===== config.mk =====
export PLATFORM = sky130hd
export DESIGN_NAME = lfm_top
export DESIGN_NICKNAME = d
export VERILOG_FILES = /design/src/lfm_pkg.sv /design/src/lfm_trans_mon.sv /design/src/lfm_range_ctl.sv /design/src/lfm_top.sv
export VERILOG_INCLUDE_DIRS = /design/src
export SDC_FILE = /design/constraint.sdc
export NUM_CORES = 1
export LEC_CHECK = 0
export BUFFER_PORTS_ARGS = -buffer_cell sky130_fd_sc_hd__buf_2
export CAP_MARGIN = 20
export CORE_MARGIN = 2
export CORE_UTILIZATION = 31
export DETAILED_ROUTE_END_ITERATION = 10
export GPL_ROUTABILITY_DRIVEN = 0
export HOLD_SLACK_MARGIN = 0.1
export PLACE_DENSITY = 0.48
export SLEW_MARGIN = 20
export SYNTH_ARGS = -nofsm -noshare
export SYNTH_HDL_FRONTEND = slang
export SYNTH_HIERARCHICAL = 1
export SYNTH_SLANG_ARGS = --single-unit
export TNS_END_PERCENT = 1

===== constraint.sdc =====
create_clock -name clk_i -period 4.45 [get_ports clk_i]
set_clock_uncertainty 0.2 [all_clocks]
set_input_delay 0.89 -clock clk_i [delete_from_list [all_inputs] [get_ports clk_i]]
set_output_delay 0.89 -clock clk_i [all_outputs]
set_load 0.03 [all_outputs]

===== src/lfm_cfg.svh =====
`ifndef LFM_CFG_SVH
`define LFM_CFG_SVH

// Channel count of the transceiver
`define LFM_NCH 4
// Register port widths
`define LFM_AW 4
`define LFM_DW 32
// Register indices, one 32-bit word each
`define LFM_ADDR_CH0 4'h0
`define LFM_ADDR_CH1 4'h1
`define LFM_ADDR_CH2 4'h2
`define LFM_ADDR_CH3 4'h3
`define LFM_ADDR_GLOBAL 4'h4
`define LFM_ADDR_STATUS 4'h5
// Field widths
`define LFM_CFG_W 7
`define LFM_AMP_W 2
// Reset values, and the trip code that turns the detector off
`define LFM_CFG_RST 7'h00
`define LFM_AMP_RST 2'h0
`define LFM_AMP_OFF 2'h0
// Bit times without a transition before the stream is called dead
`define LFM_TRANS_LIMIT 7'd60
`define LFM_TRANS_W 7
// Range control interval in recovered byte clock periods
`define LFM_RANGE_PERIOD 4096
`define LFM_RANGE_W 12
`define LFM_RANGE_LAST 12'hfff

`endif


===== src/lfm_pkg.sv =====
package lfm_pkg;

    // Per-channel control word written by software
    typedef struct packed {
        logic ref_half_rate;  // Reference is bit rate / 20 when set, else / 10
        logic lco;            // local_clock_override
        logic loopback;       // local_loopback_on
        logic in_sel;         // line_input_choose: 0 picks line a, 1 picks line b
        logic rx_on;          // rx_channel_on
        logic tx_en_b;        // Driver b enable
        logic tx_en_a;        // Driver a enable
    } lfm_ch_cfg_t;

    // Per-channel inputs from the analog front end and recovery circuit
    typedef struct packed {
        logic bit_tick;       // One recovered bit is present
        logic bit_val;        // Recovered bit value
        logic byte_tick;      // Recovered byte clock edge
        logic [1:0] amp_a;    // Highest trip level exceeded on line a
        logic [1:0] amp_b;    // Highest trip level exceeded on line b
        logic ref_present;    // reference_clock_in is toggling
        logic vco_out;        // VCO deviates beyond 1500 ppm from reference
    } lfm_rx_in_t;

    // Per-channel controls toward the analog blocks
    typedef struct packed {
        logic drv_en_a;       // Driver a powered and enabled
        logic drv_en_b;       // Driver b powered and enabled
        logic tx_logic_on;    // Transmit logic power
        logic drv_static_one; // Drivers hold differential 1
        logic loop_feed;      // Transmit stream routed to recovery
        logic line_a_sel;     // serial_input_a routed to recovery
        logic line_b_sel;     // serial_input_b routed to recovery
        logic amp_det_on;     // Analog amplitude detector active
        logic pll_on;         // receive_pll and receive circuitry powered
        logic track_ref;      // Recovery forced onto the reference
        logic ref_div20;      // Reference divider is 20
    } lfm_ch_out_t;

    // Range control states
    typedef enum logic [1:0] {
        LFM_RC_WATCH = 2'b00,
        LFM_RC_FORCE = 2'b01
    } lfm_rc_state_t;

endpackage : lfm_pkg


===== src/lfm_trans_mon.sv =====
`timescale 1ns/1ps
`include "lfm_cfg.svh"

module lfm_trans_mon (
    // Clock and reset
    input wire logic clk_i,
    input wire logic srst_i,
    // Recovered bit stream
    input wire logic enable_i,
    input wire logic bit_tick_i,
    input wire logic bit_val_i,
    // Result
    output logic fault_o
);
    import lfm_pkg::*;

    logic [`LFM_TRANS_W-1:0] run_cnt;      // Bits since last transition
    logic [`LFM_TRANS_W-1:0] next_run_cnt;
    logic last_bit;                        // Previous bit for edge detection
    logic next_last_bit;
    logic fault;                           // Stream has gone quiet
    logic next_fault;

    // Count bits; any transition restarts the count
    always_comb begin
        next_run_cnt = run_cnt;
        next_last_bit = last_bit;
        next_fault = fault;
        if (!enable_i) begin
            // Idle channel keeps a clean count for when it comes back
            next_run_cnt = '0;
            next_fault = 1'b0;
        end else if (bit_tick_i) begin
            next_last_bit = bit_val_i;
            if (bit_val_i != last_bit) begin
                next_run_cnt = '0;
            end else if (run_cnt <= `LFM_TRANS_LIMIT) begin
                // Saturate just above the limit so the count never wraps
                next_run_cnt = run_cnt + 1'b1;
            end
            // Fault only once the count is past sixty bits
            next_fault = (bit_val_i == last_bit) && (run_cnt >= `LFM_TRANS_LIMIT);
        end
    end

    // Register stage
    always_ff @(posedge clk_i) begin
        if (srst_i) begin
            run_cnt <= '0;
            last_bit <= 1'b0;
            fault <= 1'b0;
        end else begin
            run_cnt <= next_run_cnt;
            last_bit <= next_last_bit;
            fault <= next_fault;
        end
    end

    assign fault_o = fault;

endmodule : lfm_trans_mon


===== src/lfm_range_ctl.sv =====
`timescale 1ns/1ps
`include "lfm_cfg.svh"

module lfm_range_ctl (
    // Clock and reset
    input wire logic clk_i,
    input wire logic srst_i,
    // Recovery status
    input wire logic enable_i,
    input wire logic byte_tick_i,
    input wire logic vco_out_i,
    // Result
    output logic force_o
);
    import lfm_pkg::*;

    logic [`LFM_RANGE_W-1:0] tick_cnt;     // Byte clocks in current interval
    logic [`LFM_RANGE_W-1:0] next_tick_cnt;
    lfm_rc_state_t state;
    lfm_rc_state_t next_state;

    // Sample the VCO once per interval of byte clocks
    always_comb begin
        next_tick_cnt = tick_cnt;
        next_state = state;
        if (!enable_i) begin
            next_tick_cnt = '0;
            next_state = LFM_RC_WATCH;
        end else if (byte_tick_i) begin
            next_tick_cnt = tick_cnt + 1'b1;
            if (tick_cnt == `LFM_RANGE_LAST) begin
                case (state)
                    LFM_RC_WATCH: begin
                        // Out of range: pull the VCO onto the reference
                        if (vco_out_i) begin
                            next_state = LFM_RC_FORCE;
                        end
                    end
                    LFM_RC_FORCE: begin
                        // Release to try for the data again; a still-bad
                        // VCO is caught at the next sample
                        next_state = LFM_RC_WATCH;
                    end
                    default: begin
                        next_state = LFM_RC_WATCH;
                    end
                endcase
            end
        end
    end

    // Register stage
    always_ff @(posedge clk_i) begin
        if (srst_i) begin
            tick_cnt <= '0;
            state <= LFM_RC_WATCH;
        end else begin
            tick_cnt <= next_tick_cnt;
            state <= next_state;
        end
    end

    assign force_o = (state == LFM_RC_FORCE);

endmodule : lfm_range_ctl


===== src/lfm_top.sv =====
// Implementation choices: the plain strobed port and the register addresses.
`timescale 1ns/1ps
`include "lfm_cfg.svh"

module lfm_top (
    // Clock and reset
    input wire logic clk_i,
    input wire logic srst_i,
    // Register port
    input wire logic [`LFM_AW-1:0] reg_addr_i,
    input wire logic [`LFM_DW-1:0] reg_wdata_i,
    input wire logic reg_wr_i,
    input wire logic reg_rd_i,
    output logic [`LFM_DW-1:0] reg_rdata_o,
    // Per-channel receive status from the analog side
    input wire lfm_pkg::lfm_rx_in_t [`LFM_NCH-1:0] rx_i,
    // Per-channel analog controls
    output lfm_pkg::lfm_ch_out_t [`LFM_NCH-1:0] ch_o,
    // Link fault indicators, low means fault
    output logic [`LFM_NCH-1:0] link_fault_n_o
);
    import lfm_pkg::*;

    // Software state
    lfm_ch_cfg_t [`LFM_NCH-1:0] cfg;       // Per-channel control words
    lfm_ch_cfg_t [`LFM_NCH-1:0] next_cfg;
    logic [`LFM_AMP_W-1:0] amplitude_trip_level; // Shared by all channels
    logic [`LFM_AMP_W-1:0] next_amplitude_trip_level;
    logic [`LFM_DW-1:0] rdata;             // Read data, valid one cycle
    logic [`LFM_DW-1:0] next_rdata;

    // Monitor state
    logic [`LFM_NCH-1:0] trans_fault;      // Transition density lost
    logic [`LFM_NCH-1:0] rc_force;         // Range control forcing
    logic [`LFM_NCH-1:0] link_valid;       // All detect terms good now
    logic [`LFM_NCH-1:0] link_fault_n;     // Registered indicator
    logic [`LFM_NCH-1:0] next_link_fault_n;
    lfm_ch_out_t [`LFM_NCH-1:0] ch_out;    // Registered analog controls
    lfm_ch_out_t [`LFM_NCH-1:0] next_ch_out;

    // Amplitude check for the selected line at the shared trip level
    function automatic logic amp_ok(input logic [`LFM_AMP_W-1:0] trip,
                                    input logic [1:0] seen,
                                    input logic loopback);
        // A disabled detector never blocks the link
        if (trip == `LFM_AMP_OFF || loopback) begin
            amp_ok = 1'b1;
        end else begin
            // Front end reports the highest level it cleared
            amp_ok = (seen >= trip);
        end
    endfunction : amp_ok

    // Decode a channel register index; out-of-range gives no match
    function automatic logic ch_hit(input logic [`LFM_AW-1:0] addr, input int ch);
        case (addr)
            `LFM_ADDR_CH0: ch_hit = (ch == 0);
            `LFM_ADDR_CH1: ch_hit = (ch == 1);
            `LFM_ADDR_CH2: ch_hit = (ch == 2);
            `LFM_ADDR_CH3: ch_hit = (ch == 3);
            default: ch_hit = 1'b0;
        endcase
    endfunction : ch_hit

    // Register writes
    always_comb begin
        next_cfg = cfg;
        next_amplitude_trip_level = amplitude_trip_level;
        if (reg_wr_i) begin
            for (int i = 0; i < `LFM_NCH; i++) begin
                // Driver enables and channel enables land here
                if (ch_hit(reg_addr_i, i)) begin
                    next_cfg[i] = lfm_ch_cfg_t'(reg_wdata_i[`LFM_CFG_W-1:0]);
                end
            end
            if (reg_addr_i == `LFM_ADDR_GLOBAL) begin
                // One trip level for every receiver
                next_amplitude_trip_level = reg_wdata_i[`LFM_AMP_W-1:0];
            end
        end
    end

    // Register reads; unmapped addresses read zero
    always_comb begin
        next_rdata = '0;
        if (reg_rd_i) begin
            case (reg_addr_i)
                `LFM_ADDR_CH0: next_rdata[`LFM_CFG_W-1:0] = cfg[0];
                `LFM_ADDR_CH1: next_rdata[`LFM_CFG_W-1:0] = cfg[1];
                `LFM_ADDR_CH2: next_rdata[`LFM_CFG_W-1:0] = cfg[2];
                `LFM_ADDR_CH3: next_rdata[`LFM_CFG_W-1:0] = cfg[3];
                `LFM_ADDR_GLOBAL: begin
                    next_rdata[`LFM_AMP_W-1:0] = amplitude_trip_level;
                end
                `LFM_ADDR_STATUS: begin
                    // Fault, forcing and density status of all channels
                    next_rdata[3*`LFM_NCH-1:0] = {trans_fault, rc_force, link_fault_n};
                end
                default: begin
                    next_rdata = '0;
                end
            endcase
        end
    end

    // Software state registers
    always_ff @(posedge clk_i) begin
        if (srst_i) begin
            // Reset leaves every driver off and every receiver down
            for (int i = 0; i < `LFM_NCH; i++) begin
                cfg[i] <= `LFM_CFG_RST;
            end
            amplitude_trip_level <= `LFM_AMP_RST;
            rdata <= '0;
        end else begin
            cfg <= next_cfg;
            amplitude_trip_level <= next_amplitude_trip_level;
            rdata <= next_rdata;
        end
    end

    // Per-channel monitors
    for (genvar g = 0; g < `LFM_NCH; g++) begin : g_ch
        // Density watch on the recovered stream, looped or not
        lfm_trans_mon u_trans (
            .clk_i(clk_i),
            .srst_i(srst_i),
            .enable_i(cfg[g].rx_on),
            .bit_tick_i(rx_i[g].bit_tick),
            .bit_val_i(rx_i[g].bit_val),
            .fault_o(trans_fault[g])
        );

        // Frequency watch needs both the channel and its reference
        lfm_range_ctl u_range (
            .clk_i(clk_i),
            .srst_i(srst_i),
            .enable_i(cfg[g].rx_on && rx_i[g].ref_present),
            .byte_tick_i(rx_i[g].byte_tick),
            .vco_out_i(rx_i[g].vco_out),
            .force_o(rc_force[g])
        );
    end

    // Combined signal detect and analog controls
    always_comb begin
        next_link_fault_n = link_fault_n;
        next_ch_out = ch_out;
        link_valid = '0;
        for (int i = 0; i < `LFM_NCH; i++) begin
            // Amplitude of whichever line is routed to recovery
            link_valid[i] = amp_ok(amplitude_trip_level,
                                   cfg[i].in_sel ? rx_i[i].amp_b : rx_i[i].amp_a,
                                   cfg[i].loopback)
                            && !trans_fault[i]
                            && !rx_i[i].vco_out
                            && !rc_force[i]
                            && cfg[i].rx_on
                            && rx_i[i].ref_present
                            && !cfg[i].lco;
            if (!cfg[i].rx_on) begin
                // A powered-down channel has no byte clock; hold fault
                next_link_fault_n[i] = 1'b0;
            end else if (rx_i[i].byte_tick) begin
                // Indicator moves only with the receive byte clock
                next_link_fault_n[i] = link_valid[i];
            end

            // Drivers follow their own enables
            next_ch_out[i].drv_en_a = cfg[i].tx_en_a;
            next_ch_out[i].drv_en_b = cfg[i].tx_en_b;
            // Transmit logic sleeps only with both drivers off
            next_ch_out[i].tx_logic_on = cfg[i].tx_en_a || cfg[i].tx_en_b;
            // Loopback keeps test patterns off the line
            next_ch_out[i].drv_static_one = cfg[i].loopback;
            next_ch_out[i].loop_feed = cfg[i].loopback;
            // One receiver at most, none during loopback
            next_ch_out[i].line_a_sel = !cfg[i].loopback && !cfg[i].in_sel;
            next_ch_out[i].line_b_sel = !cfg[i].loopback && cfg[i].in_sel;
            next_ch_out[i].amp_det_on = cfg[i].rx_on && !cfg[i].loopback
                                        && (amplitude_trip_level != `LFM_AMP_OFF);
            next_ch_out[i].pll_on = cfg[i].rx_on;
            // Recovery follows the reference while forced
            next_ch_out[i].track_ref = rc_force[i];
            next_ch_out[i].ref_div20 = cfg[i].ref_half_rate;
        end
    end

    // Monitor output registers
    always_ff @(posedge clk_i) begin
        if (srst_i) begin
            // Link starts in fault, everything analog off
            link_fault_n <= '0;
            ch_out <= '0;
        end else begin
            link_fault_n <= next_link_fault_n;
            ch_out <= next_ch_out;
        end
    end

    // Outputs come straight from flip-flops
    assign reg_rdata_o = rdata;
    assign ch_o = ch_out;
    assign link_fault_n_o = link_fault_n;

endmodule : lfm_top


==> results.ini <==
[worst_setup_path]
r2r_slack_ns = 2.37
cp-end-kind = register
worstSetupEndpoint = cfg[20]
cp-start-kind = input port
worstSetupPathType = in2reg
r2r_cells = 6
r2r-end = link_fault_n_o[0]
startpoint = reg_addr_i[2]
crit_arrival_ns = 2.63
critical_path_required_ns = 4.58
critPathMaxFanout = 16
r2r-start = cfg[3]

[clock_network]
clk_latency_ns = 0.44
clk_path_buf_depth = 2
cts_sinks = 174
cts_tree = done
cts_made_buffers = 17
post_cts_resized = 0
holdBufCountCts = 0
root_buffer = clkbuf_16
ctsHtreeMaxLevel = 4
clk_pin_slew_ns = 0.07
cts_setup_buffers = 0

[synth]
synth_commonest_cells = dfxtp_1 (174), nand2_1 (69), nor2_1 (56)
synth_ff_type = dfxtp_1
synth_edf_count = 0
synthArstFlopShare_pct = 0
synth_xor_area_share_pct = 2.93
synth_area_leaders = dfxtp_1 (42%), mux2i_1 (5.0%), nand2_1 (3.2%), a21oi_1 (3.1%), ha_1 (3.0%)
synth_top_family_by_area = simple AND/OR/NAND/NOR gates
ys_seq_elements = 174
synth.avg_cell_area_um2 = 9.40
synthMuxAreaShare_pct = 8.93
synthCells = 873
synth_area_um2 = 8210
ys_types = 55
yosysMostFrequentCell = dfxtp_1
yosys.area_share.simple_pct = 24.9
synthAdderAreaFrac_pct = 3.05
synth-compound-area-share_pct = 11.7
ys_warn_count = 6
netlist.area_leader.share_pct = 42.4
yosysTopAreaCell = dfxtp_1
yosysSeqAreaShare_pct = 42.4

[cells_and_area]
fillers = 2681
final-seq-area_um2 = 3480
fin_nets = 1058
drive_gt1_share_pct = 20.7
multi_input_area_um2 = 4300
area_delta_synth_final_pct = 15.1

[timing]
fin_crit_ns = 2.50
setup_violations = 0
finalSetupTns_ns = 0
rsz0062_at_grt = no
slew_headroom_pct = 33.7
timing_hold_violations_final = 0
fin_crit_sh_pct = 56.2
worst_pin_slew_ns = 0.990
finalMaxSlewViolations = 0
clock.fmax_mhz = 400

[place]
port_buffers = 110
post-dp-hpwl_um = 14500

[grt]
grt_usage_pct = 14.5
grt_pass1_vias = 5900
antenna_found_initial = 1
grt_max_degree = 28
grt_first_pass_wirelength_um = 31800
gr-total-overflow = 0

[floorplan]
initial_utilization_pct = 31.5
die-area_um2 = 27800
fp.dieW_um = 167
rows = 59
ioPinCount = 156
die_y_um = 167
core_um2 = 26100

[drt]
vias = 6277
antenna_left = 0
wirelength_um = 20000
first_iter_violations = 312
routedWlPerCell_um = 15.3
vias_per_cell = 4.79
drt_pass1_iterations = 4
drc = 0

[power]
ir_worst_vdd_mv = 0.209
power_leakage_nw = 3.50
power_mw = 3.19
powerDensity_nw_per_um2 = 337

[hold_path]
hold_path_class = reg2reg

[outcome]
run_status = finished clean

[job]
maxCapViolCount = 0

## logic make-up after synthesis
kind of cell	count (synthesis)
DFF	174
and+or+nand+nor	360
muxes	66
buffers and inverters	91
other	1
xor gates and xnor gates	24
adders and majority gates	20
AOI/OAI and AO/OA	137
## stage by stage
stage	hold WS, ns	utilization (%)	worst slack, ns	instance area, um2	instances
after global placement	0.256	34.1	1.53	8890	1278
final	0.269	36.3	1.95	9450	1311
after detailed placement	0.262	34.1	1.52	8890	1278
after global routing	0.293	36.3	1.79	9450	1310
after CTS	0.273	36.3	1.98	9450	1310
after floorplan	0.242	-	2.29	8280	892
## critical path: stages
cell,delay [ns]
buf_2,0.23
nor3b_4,0.59
nand3b_1,0.56
mux2i_1,0.29
nor2_1,0.05
## routing by layer
layer	vias up	wire length, um	global-route usage (%)	part of all wire, %
met5	-	0	0	0
met4	0	127	3.94	0.63
met3	10	904	3.64	4.5
met2	119	9290	23.0	46
met1	2932	9720	19.7	49
li1	3216	-	-	-
## layout make-up
type	count	share of cell area (%)
well taps	335	4.44
flip-flops and latches	174	36.9
multi-input cells	627	45.5
diodes	1	0.0265
repair buffers	113	6.06
inverters	29	1.15
clock buffers	17	4.50
clock inverters	15	1.42
## worst min-delay path by stage
stage | startpoint | end | cells after the start
after CTS | cfg[8] | cfg[8] | 2
after global routing | cfg[8] | cfg[8] | 2
after detailed placement | g_ch[1].u_range/tick_cnt[11] | g_ch[1].u_range/tick_cnt[11] | 2
final | cfg[8] | cfg[8] | 2
after global placement | g_ch[2].u_range/tick_cnt[11] | g_ch[2].u_range/tick_cnt[11] | 2
after floorplan | cfg[12] | cfg[12] | 2
## cells in the final DEF, fill, tap and decap left out, types with 5 or more instances in the layout
cell	netlist	final
a21o_1	9	9
a21oi_1	51	51
and2_1	17	17
and4b_1	5	5
buf_2	19	110
clkbuf_16	0	17
conb_1	1	20
dfxtp_1	174	174
ha_1	20	20
inv_1	25	25
inv_6	0	7
mux2_2	16	16
mux2_4	8	8
mux2i_1	41	41
nand2_1	69	69
nand2b_1	40	40
nand3_1	35	35
nand3b_1	13	13
nand4_1	8	8
nor2_1	56	56
nor2b_1	22	22
nor3_1	34	34
nor3b_1	8	8
nor4_1	8	8
o21a_1	8	8
o21ai_0	9	9
o31ai_1	16	16
or4_1	16	16
xnor2_1	8	8
xor2_1	12	12
## state kept, by name (all words and copies together), names as in the netlist
signal	flops
g_ch.u_range/tick_cnt	48
ch_o	40
cfg	28
g_ch.u_trans/run_cnt	28
reg_rdata_o	12
g_ch.u_range/state	4
g_ch.u_trans/fault_o	4
g_ch.u_trans/last_bit	4
link_fault_n_o	4
amplitude_trip_level	2
## report_power, final
group | switching, mW | total [mW] | internal [mW]
Sequential | 0.00646 | 1.57 | 1.56
Combinational | 0.114 | 0.167 | 0.0533
Clock | 0.672 | 1.45 | 0.778
No activity file was read; power rests on OpenSTA's default activity.
